===== config.mk =====
export PLATFORM = sky130hd
export DESIGN_NAME = dsh_bank
export DESIGN_NICKNAME = d
export VERILOG_FILES = /design/src/design/dsh_pkg.sv /design/src/design/dsh_bank.sv
export SDC_FILE = /design/constraint.sdc
export NUM_CORES = 1
export LEC_CHECK = 0
export ABC_CLOCK_PERIOD_IN_PS = 2100
export BUFFER_PORTS_ARGS = -buffer_cell sky130_fd_sc_hd__buf_2
export CORE_ASPECT_RATIO = 2
export CORE_MARGIN = 4
export CORE_UTILIZATION = 50
export DETAILED_ROUTE_END_ITERATION = 8
export PLACE_DENSITY = 0.72
export SLEW_MARGIN = 20
export SYNTH_ARGS = -nofsm -noshare
export SYNTH_HDL_FRONTEND = slang
export SYNTH_SLANG_ARGS = --single-unit
export TNS_END_PERCENT = 50

===== constraint.sdc =====
create_clock -name i_mclk -period 2.1 [get_ports i_mclk]
set_input_delay 0.42 -clock i_mclk [delete_from_list [all_inputs] [get_ports i_mclk]]
set_output_delay 0.42 -clock i_mclk [all_outputs]
set_load 0.01 [all_outputs]

===== src/design/dsh_pkg.sv =====
// package of constants for the drive status history bank
// assumes one 20 MHz clock and a word-wide parameter access port
//
// Contract
// - history bit sets when its live event rises and then falls again
// - a history bit of one means the event happened; all bits start at zero
// - writing one to a history bit clears it; otherwise history is read only
// - six 16-bit history words, each bit following the same bit of its live word
// - live words share one sixteen-position bit-field map, unused positions reserved
// - active sequence low byte: 0 to 15, fe dynamic, ff none; upper byte reserved
// - active sequence is meaningful only while the motion engine sequences
// - engine states 0 inactive, 1 waiting, 2 executing, 3 program load
// - state 4 is a load crc failure, held until the host resets the engine
// - state 5 halt, 6 single step, 7 breakpoint, 8 no errors
// - states 9 and 10 are load faults needing an engine reset by the host
// - state 11 bad op-code for dynamic motion, 12 bad reference frame
// - state 13 bridge disabled at index start, 14 user defined fault
// - mode display 1,3,4,6,7 for the profile, homing and interpolated modes
// - mode display 8c jog, 9e cfg0, de cfg1, ec engine, ff none
package dsh_pkg;

    ////////////////////////////////////////////////////////////////////////////
    // widths
    localparam int ADDR_W = 10;
    localparam int DATA_W = 16;
    localparam int HIST_N = 6;

    ////////////////////////////////////////////////////////////////////////////
    // register offsets (word index on the access port)
    localparam logic [9:0] OFS_EVENT_HIST = 10'h00b;
    localparam logic [9:0] OFS_DRV_PROT_HIST = 10'h00c;
    localparam logic [9:0] OFS_SYS_PROT_HIST = 10'h00d;
    localparam logic [9:0] OFS_SYS_ONE_HIST = 10'h00e;
    localparam logic [9:0] OFS_SYS_TWO_HIST = 10'h00f;
    localparam logic [9:0] OFS_SYS_THREE_HIST = 10'h010;
    localparam logic [9:0] OFS_ACTIVE_SEQ = 10'h0c2;
    localparam logic [9:0] OFS_RSVD_A = 10'h0c3;
    localparam logic [9:0] OFS_RSVD_B = 10'h0c4;
    localparam logic [9:0] OFS_ME_STATE = 10'h0c5;
    localparam logic [9:0] OFS_MODE_DISP = 10'h392;

    ////////////////////////////////////////////////////////////////////////////
    // reset values
    localparam logic [15:0] RST_HIST = 16'h0000;
    localparam logic [15:0] RST_WORD = 16'h0000;
    localparam logic [7:0] RST_MODE = 8'hff;

    ////////////////////////////////////////////////////////////////////////////
    // active sequence field
    localparam int SEQ_LSB = 0;
    localparam int SEQ_MSB = 7;
    localparam logic [7:0] SEQ_MAX_INDEX = 8'h0f;
    localparam logic [7:0] SEQ_DYNAMIC = 8'hfe;
    localparam logic [7:0] SEQ_NONE = 8'hff;

    ////////////////////////////////////////////////////////////////////////////
    // motion engine states
    typedef enum logic [3:0] {
        ME_INACTIVE = 4'b0000,
        ME_WAIT_START = 4'b0001,
        ME_EXECUTING = 4'b0010,
        ME_PROG_LOAD = 4'b0011,
        ME_LOAD_CRC_FAIL = 4'b0100,
        ME_HALTED = 4'b0101,
        ME_SINGLE_STEP = 4'b0110,
        ME_BREAKPOINT = 4'b0111,
        ME_NO_ERRORS = 4'b1000,
        ME_BAD_DATA_PARAM = 4'b1001,
        ME_BAD_OPCODE = 4'b1010,
        ME_BAD_DYN_OPCODE = 4'b1011,
        ME_BAD_REF_FRAME = 4'b1100,
        ME_BRIDGE_OFF = 4'b1101,
        ME_USER_FAULT = 4'b1110
    } dsh_me_state_t;

    ////////////////////////////////////////////////////////////////////////////
    // operating mode display codes
    localparam logic [7:0] MODE_PROF_POS = 8'h01;
    localparam logic [7:0] MODE_PROF_VEL = 8'h03;
    localparam logic [7:0] MODE_PROF_CUR = 8'h04;
    localparam logic [7:0] MODE_HOMING = 8'h06;
    localparam logic [7:0] MODE_INTERP_POS = 8'h07;
    localparam logic [7:0] MODE_JOG = 8'h8c;
    localparam logic [7:0] MODE_CFG0 = 8'h9e;
    localparam logic [7:0] MODE_CFG1 = 8'hde;
    localparam logic [7:0] MODE_ENGINE = 8'hec;
    localparam logic [7:0] MODE_NONE = 8'hff;

endpackage


===== src/design/dsh_bank.sv =====
// drive status history bank: six sticky history words, engine status, mode display
// assumes live status words, engine state and mode come from logic on i_mclk
`timescale 1ns/1ps
`default_nettype none

module dsh_bank
    import dsh_pkg::*;
(
    input wire logic i_mclk,
    input wire logic i_rst_b,
    // parameter access port
    input wire logic i_wr,
    input wire logic i_rd,
    input wire logic [ADDR_W-1:0] i_addr,
    input wire logic [DATA_W-1:0] i_wdata,
    output logic [DATA_W-1:0] o_rdata,
    output logic o_rvalid,
    output logic o_rerr,
    // live status words, same bit-field map for each
    input wire logic [DATA_W-1:0] i_live_bridge,
    input wire logic [DATA_W-1:0] i_live_drv_prot,
    input wire logic [DATA_W-1:0] i_live_sys_prot,
    input wire logic [DATA_W-1:0] i_live_sys_one,
    input wire logic [DATA_W-1:0] i_live_sys_two,
    input wire logic [DATA_W-1:0] i_live_sys_three,
    // motion engine and mode sources
    input wire logic [7:0] i_active_seq,
    input wire logic [3:0] i_me_state,
    input wire logic [7:0] i_op_mode,
    // summary of history words
    output logic o_hist_any
);

    ////////////////////////////////////////////////////////////////////////////
    // decode helpers

    // history word index for an address, HIST_N when not a history word
    function automatic logic [2:0] hist_index(input logic [ADDR_W-1:0] addr);
        logic [2:0] idx;
        idx = 3'(HIST_N);
        if (addr == OFS_EVENT_HIST) begin
            idx = 3'd0;
        end else if (addr == OFS_DRV_PROT_HIST) begin
            idx = 3'd1;
        end else if (addr == OFS_SYS_PROT_HIST) begin
            idx = 3'd2;
        end else if (addr == OFS_SYS_ONE_HIST) begin
            idx = 3'd3;
        end else if (addr == OFS_SYS_TWO_HIST) begin
            idx = 3'd4;
        end else if (addr == OFS_SYS_THREE_HIST) begin
            idx = 3'd5;
        end
        return idx;
    endfunction

    // clamp an engine code onto the defined states
    function automatic dsh_me_state_t me_code(input logic [3:0] raw);
        dsh_me_state_t st;
        st = ME_USER_FAULT;
        if (raw <= 4'(ME_USER_FAULT)) begin
            st = dsh_me_state_t'(raw);
        end
        return st;
    endfunction

    ////////////////////////////////////////////////////////////////////////////
    // gather the live words in one indexed array
    logic [DATA_W-1:0] live_w [HIST_N];

    assign live_w[0] = i_live_bridge;
    assign live_w[1] = i_live_drv_prot;
    assign live_w[2] = i_live_sys_prot;
    assign live_w[3] = i_live_sys_one;
    assign live_w[4] = i_live_sys_two;
    assign live_w[5] = i_live_sys_three;

    ////////////////////////////////////////////////////////////////////////////
    // address decode for the access port
    logic [2:0] wr_idx;
    logic [2:0] rd_idx;
    logic rd_is_seq;
    logic rd_is_rsvd;
    logic rd_is_me;
    logic rd_is_mode;
    logic rd_is_hist;
    logic rd_hit;

    assign wr_idx = i_wr ? hist_index(i_addr) : 3'(HIST_N);
    assign rd_idx = hist_index(i_addr);
    assign rd_is_hist = (rd_idx != 3'(HIST_N));
    assign rd_is_seq = (i_addr == OFS_ACTIVE_SEQ);
    assign rd_is_rsvd = (i_addr == OFS_RSVD_A) || (i_addr == OFS_RSVD_B);
    assign rd_is_me = (i_addr == OFS_ME_STATE);
    assign rd_is_mode = (i_addr == OFS_MODE_DISP);
    assign rd_hit = rd_is_hist || rd_is_seq || rd_is_rsvd || rd_is_me || rd_is_mode;

    ////////////////////////////////////////////////////////////////////////////
    // history words: one generate slice per live word
    logic [DATA_W-1:0] live_q [HIST_N];
    logic [DATA_W-1:0] hist_q [HIST_N];
    logic [DATA_W-1:0] hist_d [HIST_N];
    logic [DATA_W-1:0] fall_w [HIST_N];
    logic [DATA_W-1:0] clr_w [HIST_N];
    logic [HIST_N-1:0] nonzero_w;

    genvar gi;
    generate
        for (gi = 0; gi < HIST_N; gi++) begin : g_hist
            // an event that was active last cycle and is inactive now has completed
            assign fall_w[gi] = live_q[gi] & ~live_w[gi];
            // ones in the write data clear, zeros leave the bit alone
            assign clr_w[gi] = (wr_idx == 3'(gi)) ? i_wdata : RST_HIST;
            // set beats clear, bits stay set otherwise
            assign hist_d[gi] = (hist_q[gi] & ~clr_w[gi]) | fall_w[gi];
            assign nonzero_w[gi] = |hist_q[gi];

            // previous live level and the sticky word
            always_ff @(posedge i_mclk) begin
                if (!i_rst_b) begin
                    live_q[gi] <= RST_HIST;
                    hist_q[gi] <= RST_HIST;
                end else begin
                    live_q[gi] <= live_w[gi];
                    hist_q[gi] <= hist_d[gi];
                end
            end
        end
    endgenerate

    ////////////////////////////////////////////////////////////////////////////
    // motion engine status capture
    dsh_me_state_t me_q;
    dsh_me_state_t me_d;
    logic [7:0] mode_q;
    logic [7:0] seq_q;
    logic [7:0] seq_d;
    logic seq_in_range;

    // engine codes pass through, unknown codes report as user fault
    assign me_d = me_code(i_me_state);

    // sequence number is shown only while the engine runs sequences
    assign seq_in_range = (i_active_seq <= SEQ_MAX_INDEX) || (i_active_seq == SEQ_DYNAMIC);
    assign seq_d = ((i_op_mode == MODE_ENGINE) && seq_in_range) ? i_active_seq : SEQ_NONE;

    // captured status words, read-only to the host
    always_ff @(posedge i_mclk) begin
        if (!i_rst_b) begin
            me_q <= ME_INACTIVE;
            mode_q <= RST_MODE;
            seq_q <= SEQ_NONE;
        end else begin
            me_q <= me_d;
            mode_q <= i_op_mode;
            seq_q <= seq_d;
        end
    end

    ////////////////////////////////////////////////////////////////////////////
    // read data selection
    logic [DATA_W-1:0] rd_mux;
    logic [DATA_W-1:0] seq_word;
    logic [DATA_W-1:0] me_word;
    logic [DATA_W-1:0] mode_word;

    assign seq_word = {8'h00, seq_q};
    assign me_word = {12'h000, 4'(me_q)};
    assign mode_word = {8'h00, mode_q};

    always_comb begin
        rd_mux = RST_WORD;
        if (rd_is_hist) begin
            rd_mux = hist_q[rd_idx];
        end else if (rd_is_seq) begin
            rd_mux = seq_word;
        end else if (rd_is_me) begin
            rd_mux = me_word;
        end else if (rd_is_mode) begin
            rd_mux = mode_word;
        end
    end

    ////////////////////////////////////////////////////////////////////////////
    // registered answer, one cycle after the read strobe
    always_ff @(posedge i_mclk) begin
        if (!i_rst_b) begin
            o_rdata <= RST_WORD;
            o_rvalid <= 1'b0;
            o_rerr <= 1'b0;
            o_hist_any <= 1'b0;
        end else begin
            o_rvalid <= i_rd;
            o_rerr <= i_rd && !rd_hit;
            o_rdata <= i_rd ? rd_mux : RST_WORD;
            o_hist_any <= |nonzero_w;
        end
    end

endmodule

`default_nettype wire


# == Word-level counts from Yosys, hierarchy flattened ==
# Memories as Yosys holds them, arrays and structs flattened.
# Cells that the tools add are included.
# op_classes
reduce_logical,14
n_mux,32
n_lt_le_gt_ge,2
n_eq_ne,19
bitwise_logic,42
# ops
cell,n
16-bit 2-to-1 mux,19
16-bit AND,12
16-bit NOT,12
16-bit bitwise OR,6
96-bit OR reduction,1
"10-bit by 4-bit == test with 1-bit output, second input constant",5
"10-bit by 8-bit == test with 1-bit output, second input constant",4
8-bit 2-to-1 mux,3
"8-bit == test, second input constant",2
3-bit 2-to-1 mux,5
1-bit bitwise OR,12
"10-bit == test, second input constant",1
"10-bit by 5-bit == test with 1-bit output, second input constant",1
"8-bit by 4-bit <= comparator with 1-bit output, second input constant",1
"3-bit by 2-bit == test with 1-bit output, second input constant",2
"3-bit == test, second input constant",2
1-bit logical OR,6
2-bit AND reduction,3
"4-bit <= comparator, second input constant",1
2-bit 2-to-1 mux,2
4-bit 2-to-1 mux,1
"3-bit by 1-bit == test with 1-bit output, second input constant",1
3-bit logical NOT,1
"3-bit inequality test, second input constant",1
3 further kinds,5
# word_totals
mem_bits_rw,192
wordCells,119
mem_count,2
register_bits,39
out_inout_bits,19
# memory_table
memory,depth,word_bits,rd,rd_ports_with_merged_regs,write_ports,line_no,source
hist_q,6,16,7,0,6,dsh_bank.sv:101,logic [DATA_W-1:0] hist_q [HIST_N];
live_q,6,16,6,0,6,dsh_bank.sv:100,logic [DATA_W-1:0] live_q [HIST_N];

# == Longest topological paths before layout ==
# depth
word_depth,14
ltp_mapped,8
ltp_nobuf,6

# == Least setup slack after synthesis ==
# OpenSTA, ideal clock, no wires.
# synth_timing
path_type,in2reg
startpoint,input i_addr[3]
endpoint,register o_rdata[0]
t_arrival_ps,2146
setup_slack_ps,-133
setup_ps,87
path_stages,7
path_buffers,1
path_cell_list,or4b_4 -> or2_1 -> buf_6 -> a21oi_4 -> o22ai_1 -> or4_1 -> o221ai_1
# synth_between
elab_chain_cells,9
# synth_lines
item,line_no,source
start: declaration,dsh_bank.sv:14,"input wire logic [ADDR_W-1:0] i_addr,"
10-bit by 5-bit == test with 1-bit output,dsh_bank.sv:51,end else if (addr == OFS_SYS_THREE_HIST) begin
2-bit 2-to-1 mux,dsh_bank.sv:51,
2-bit 2-to-1 mux,dsh_bank.sv:49,end else if (addr == OFS_SYS_TWO_HIST) begin
3-bit 2-to-1 mux,dsh_bank.sv:47,end else if (addr == OFS_SYS_ONE_HIST) begin
3-bit 2-to-1 mux,dsh_bank.sv:45,end else if (addr == OFS_SYS_PROT_HIST) begin
3-bit 2-to-1 mux,dsh_bank.sv:43,end else if (addr == OFS_DRV_PROT_HIST) begin
3-bit 2-to-1 mux,dsh_bank.sv:41,if (addr == OFS_EVENT_HIST) begin
memory 6 x 16 bit or 3-bit inequality test (tied branches),-,
16-bit 2-to-1 mux *,dsh_bank.sv:173,if (rd_is_hist) begin
end signal: assignment,dsh_bank.sv:195,o_rdata <= i_rd ? rd_mux : RST_WORD;
end: declaration,dsh_bank.sv:16,"output logic [DATA_W-1:0] o_rdata,"
# Mark *: on every way between the ends. The rest lies on a longest branch, timed or not.
# A chain may end at the register's enable or synchronous reset.

==> results.yml <==
clock_network:
  clkLatencyLatePin_ns: 0.50
  clock_sinks: 231
  path_clk_slew_ns: 0.06
  hold_buffers: 0
  cts.path.max_buffers: 3
  htreeDepth: 1
  cts_root_buf: "clkbuf_16"
  cts_tree: "built"
  cts_inserted_buffers: 20
  post_cts_buffers: 0
synth:
  synthArstFlopShare: 0
  synth_sequential_area_ratio: 0.506
  yosys-top-cells-area: "dfxtp_1, nor2b_1, and2_1"
  synth_edf_count: 0
  syn_nets: 1153
  synth.top_cell.area_share: 0.506
  yosys_warnings: 0
  syn_inst: 1007
  synthSimpleGateAreaFrac: 0.309
  synth-compound-area-share: 0.150
  synth_mux_area_frac: 0.0121
  synth.cell_area_mm2: 0.00914
  synth_xor_area_frac: 0.00192
  synth_fa_ha_area_frac: 0
  synth_cell_types: 51
  synth_top_family_by_area: "simple AND/OR/NAND/NOR gates"
  synth_top_cell_by_area: "dfxtp_1"
  synth-main-ff-cell: "dfxtp_1"
  synth-seq-cells: 231
  avgSynthCellArea_um2: 9.07
worst_setup_path:
  crit_buf_inv: 0
  critPathCaptureType: "register"
  crit_type: "reg -> reg"
  worstRegToRegCells: 4
  crit_required_ns: 2.46
  path_cells: "nor4_1 -> nand4_1 -> or4_1 -> o31a_1"
  path_depth: 4
  path_delay_family: "simple AND/OR/NAND/NOR gates"
  crit_fanout: 4
  crit_slowest_cell: "or4_1"
  crit_arrival_ns: 2.42
  cp-start-kind: "register"
  slowest_delay_ns: 0.55
cells_and_area:
  antenna_cells: 0
  regArea_mm2: 0.00462
  final_cell_area_mm2: 0.0116
  utilization: 0.648
  final_layout_size_suffix_gt1_frac: 0.244
  nets: 1383
  multiInputGateArea_mm2: 0.00437
  nFillCells: 1554
  area.growth.synth_to_final_pct: 26.8
hold_path:
  hp-class: "in -> reg"
  holdPathStages: 2
status:
  outcome: "finished, final reports clean"
drt:
  num_vias: 8209
  vias_per_cell: 5.61
  ant_nets: 0
  wl_um: 30600
  drt_iter0_drc: 510
  dr.pass1.iters: 5
  routedWlPerCell_um: 20.9
  drc: 0
job:
  drv_cap: 0
global_routing:
  grt_first_pass_wirelength_um: 46600
  antenna_found_initial: 1
  grt_pass1_vias: 8372
  grt_max_degree: 205
  gr-total-overflow: 0
  grt.total_usage: 0.292
timing:
  rsz0062_at_grt: "false"
  hold_viol: 0
  layout_setup_ws_ns: 0.0431
  fin_setup_tns_ns: 0
  setup_viol_count_final: 0
  period_minus_slack_ns: 2.06
  worst_pin_slew_ns: 0.761
  fin_crit_sh: 0.979
  fin_skew_ns: 0.0127
  finalMaxSlewViolations: 0
  max_freq_ghz: 0.486
  relSlewSlack: 0.487
  worst_hold_slack_ns: 0.134
floorplanning:
  die_y_um: 199
  rows: 69
  die_area_mm2: 0.0206
  die_w_um: 104
  boundaryPins: 165
  initial_core_util: 0.511
  core_area_mm2: 0.0179
power:
  ir_drop_uv: 735
  power.density_mw_per_mm2: 841
  p_leak_uw: 0.00473
place:
  numPortBuffers: 164
  post_dp_cell_area_mm2: 0.0108
  dp_hpwl_um: 23600
  dp_worst_setup_slack_ns: -0.392
  place_congestion: 0.979
flip-flops by register name (all words and copies together) (netlist names):
| name | count |
|---|---|
| o_rdata | 16 |
| hist_q | 96 |
| o_rvalid | 1 |
| me_q | 4 |
| o_hist_any | 1 |
| seq_q | 8 |
| o_rerr | 1 |
| live_q | 96 |
| mode_q | 8 |
routing by layer:
layer / vias to the layer above / part of all wire / GRT usage
met5: - / 0.00049 / 0
met4: 2 / 0.078 / 0.191
met3: 114 / 0.053 / 0.0427
met2: 324 / 0.54 / 0.564
met1: 3875 / 0.33 / 0.287
li1: 3894 / - / -
synth_stat cells (all sizes together), types with 2 or more instances:
master / number
a211oi: 2
a21boi: 33
a21oi: 72
a22o: 4
a22oi: 8
a311oi: 5
a31oi: 4
a32o: 5
and2: 101
and3: 6
buf: 8
clkbuf: 37
dfxtp: 231
mux2i: 11
nand2: 116
nand2b: 26
nand3: 11
nand3b: 2
nand4: 10
nand4b: 3
nor2: 25
nor2b: 145
nor3: 4
nor3b: 3
nor4: 28
o21a: 16
o21ai: 38
o221ai: 13
o22ai: 9
or2: 10
or3: 4
or4: 6
xor2: 2
through the flow:
| stage | cells | power [µW] |
|---|---|---|
| global placement | 1428 | 5650 |
| finish | 1463 | 9750 |
| global route | 1463 | 10100 |
| CTS | 1463 | 9800 |
| detailed placement | 1428 | 5660 |
| floorplan | 1007 | 5180 |
final timing paths:
kind                     start            to  slack, ns
setup / recovery  hist_q[4][7]    o_hist_any       0.04
hold reg to reg   live_q[2][8]  hist_q[2][8]       0.46
hold / removal    i_op_mode[0]     mode_q[0]       0.13
setup reg to reg  hist_q[4][7]    o_hist_any       0.04
logic make-up after synthesis:
family          count (synthesis)
xor+xnor                        2
flops                         231
buf+inv                        46
compound gates                213
mux                            11
simple gates                  504
timing repair:
item | in CTS | in global routing
endpoints found under the setup margin | 1 | 1
gates cloned | 0 | 0
gates resized for setup | 2 | 1
layout make-up:
class                           instances  share of cell area
Inverter                                1            0.000324
Sequential cell                       231               0.399
Timing Repair Buffer                  253               0.135
Multi-Input combinational cell        730               0.377
Tap cell                              213              0.0230
Clock inverter                          7              0.0141
Clock buffer                           28              0.0511
power breakdown:
| group | total, µW | internal, µW | switching, µW |
|---|---|---|---|
| sequential | 4730 | 4590 | 140 |
| clock | 4170 | 2580 | 1590 |
| combinational | 845 | 419 | 426 |
placed cells by master, fill, tap and decap left out, types with 26 or more instances in the layout:
| cell | instances |
|---|---|
| a21boi_0 | 32 |
| a21oi_1 | 70 |
| and2_1 | 101 |
| buf_2 | 163 |
| buf_4 | 84 |
| dfxtp_1 | 231 |
| nand2_1 | 116 |
| nand2b_1 | 26 |
| nor2b_1 | 145 |
| o21ai_0 | 37 |
No activity file was read; power rests on OpenSTA's default activity.
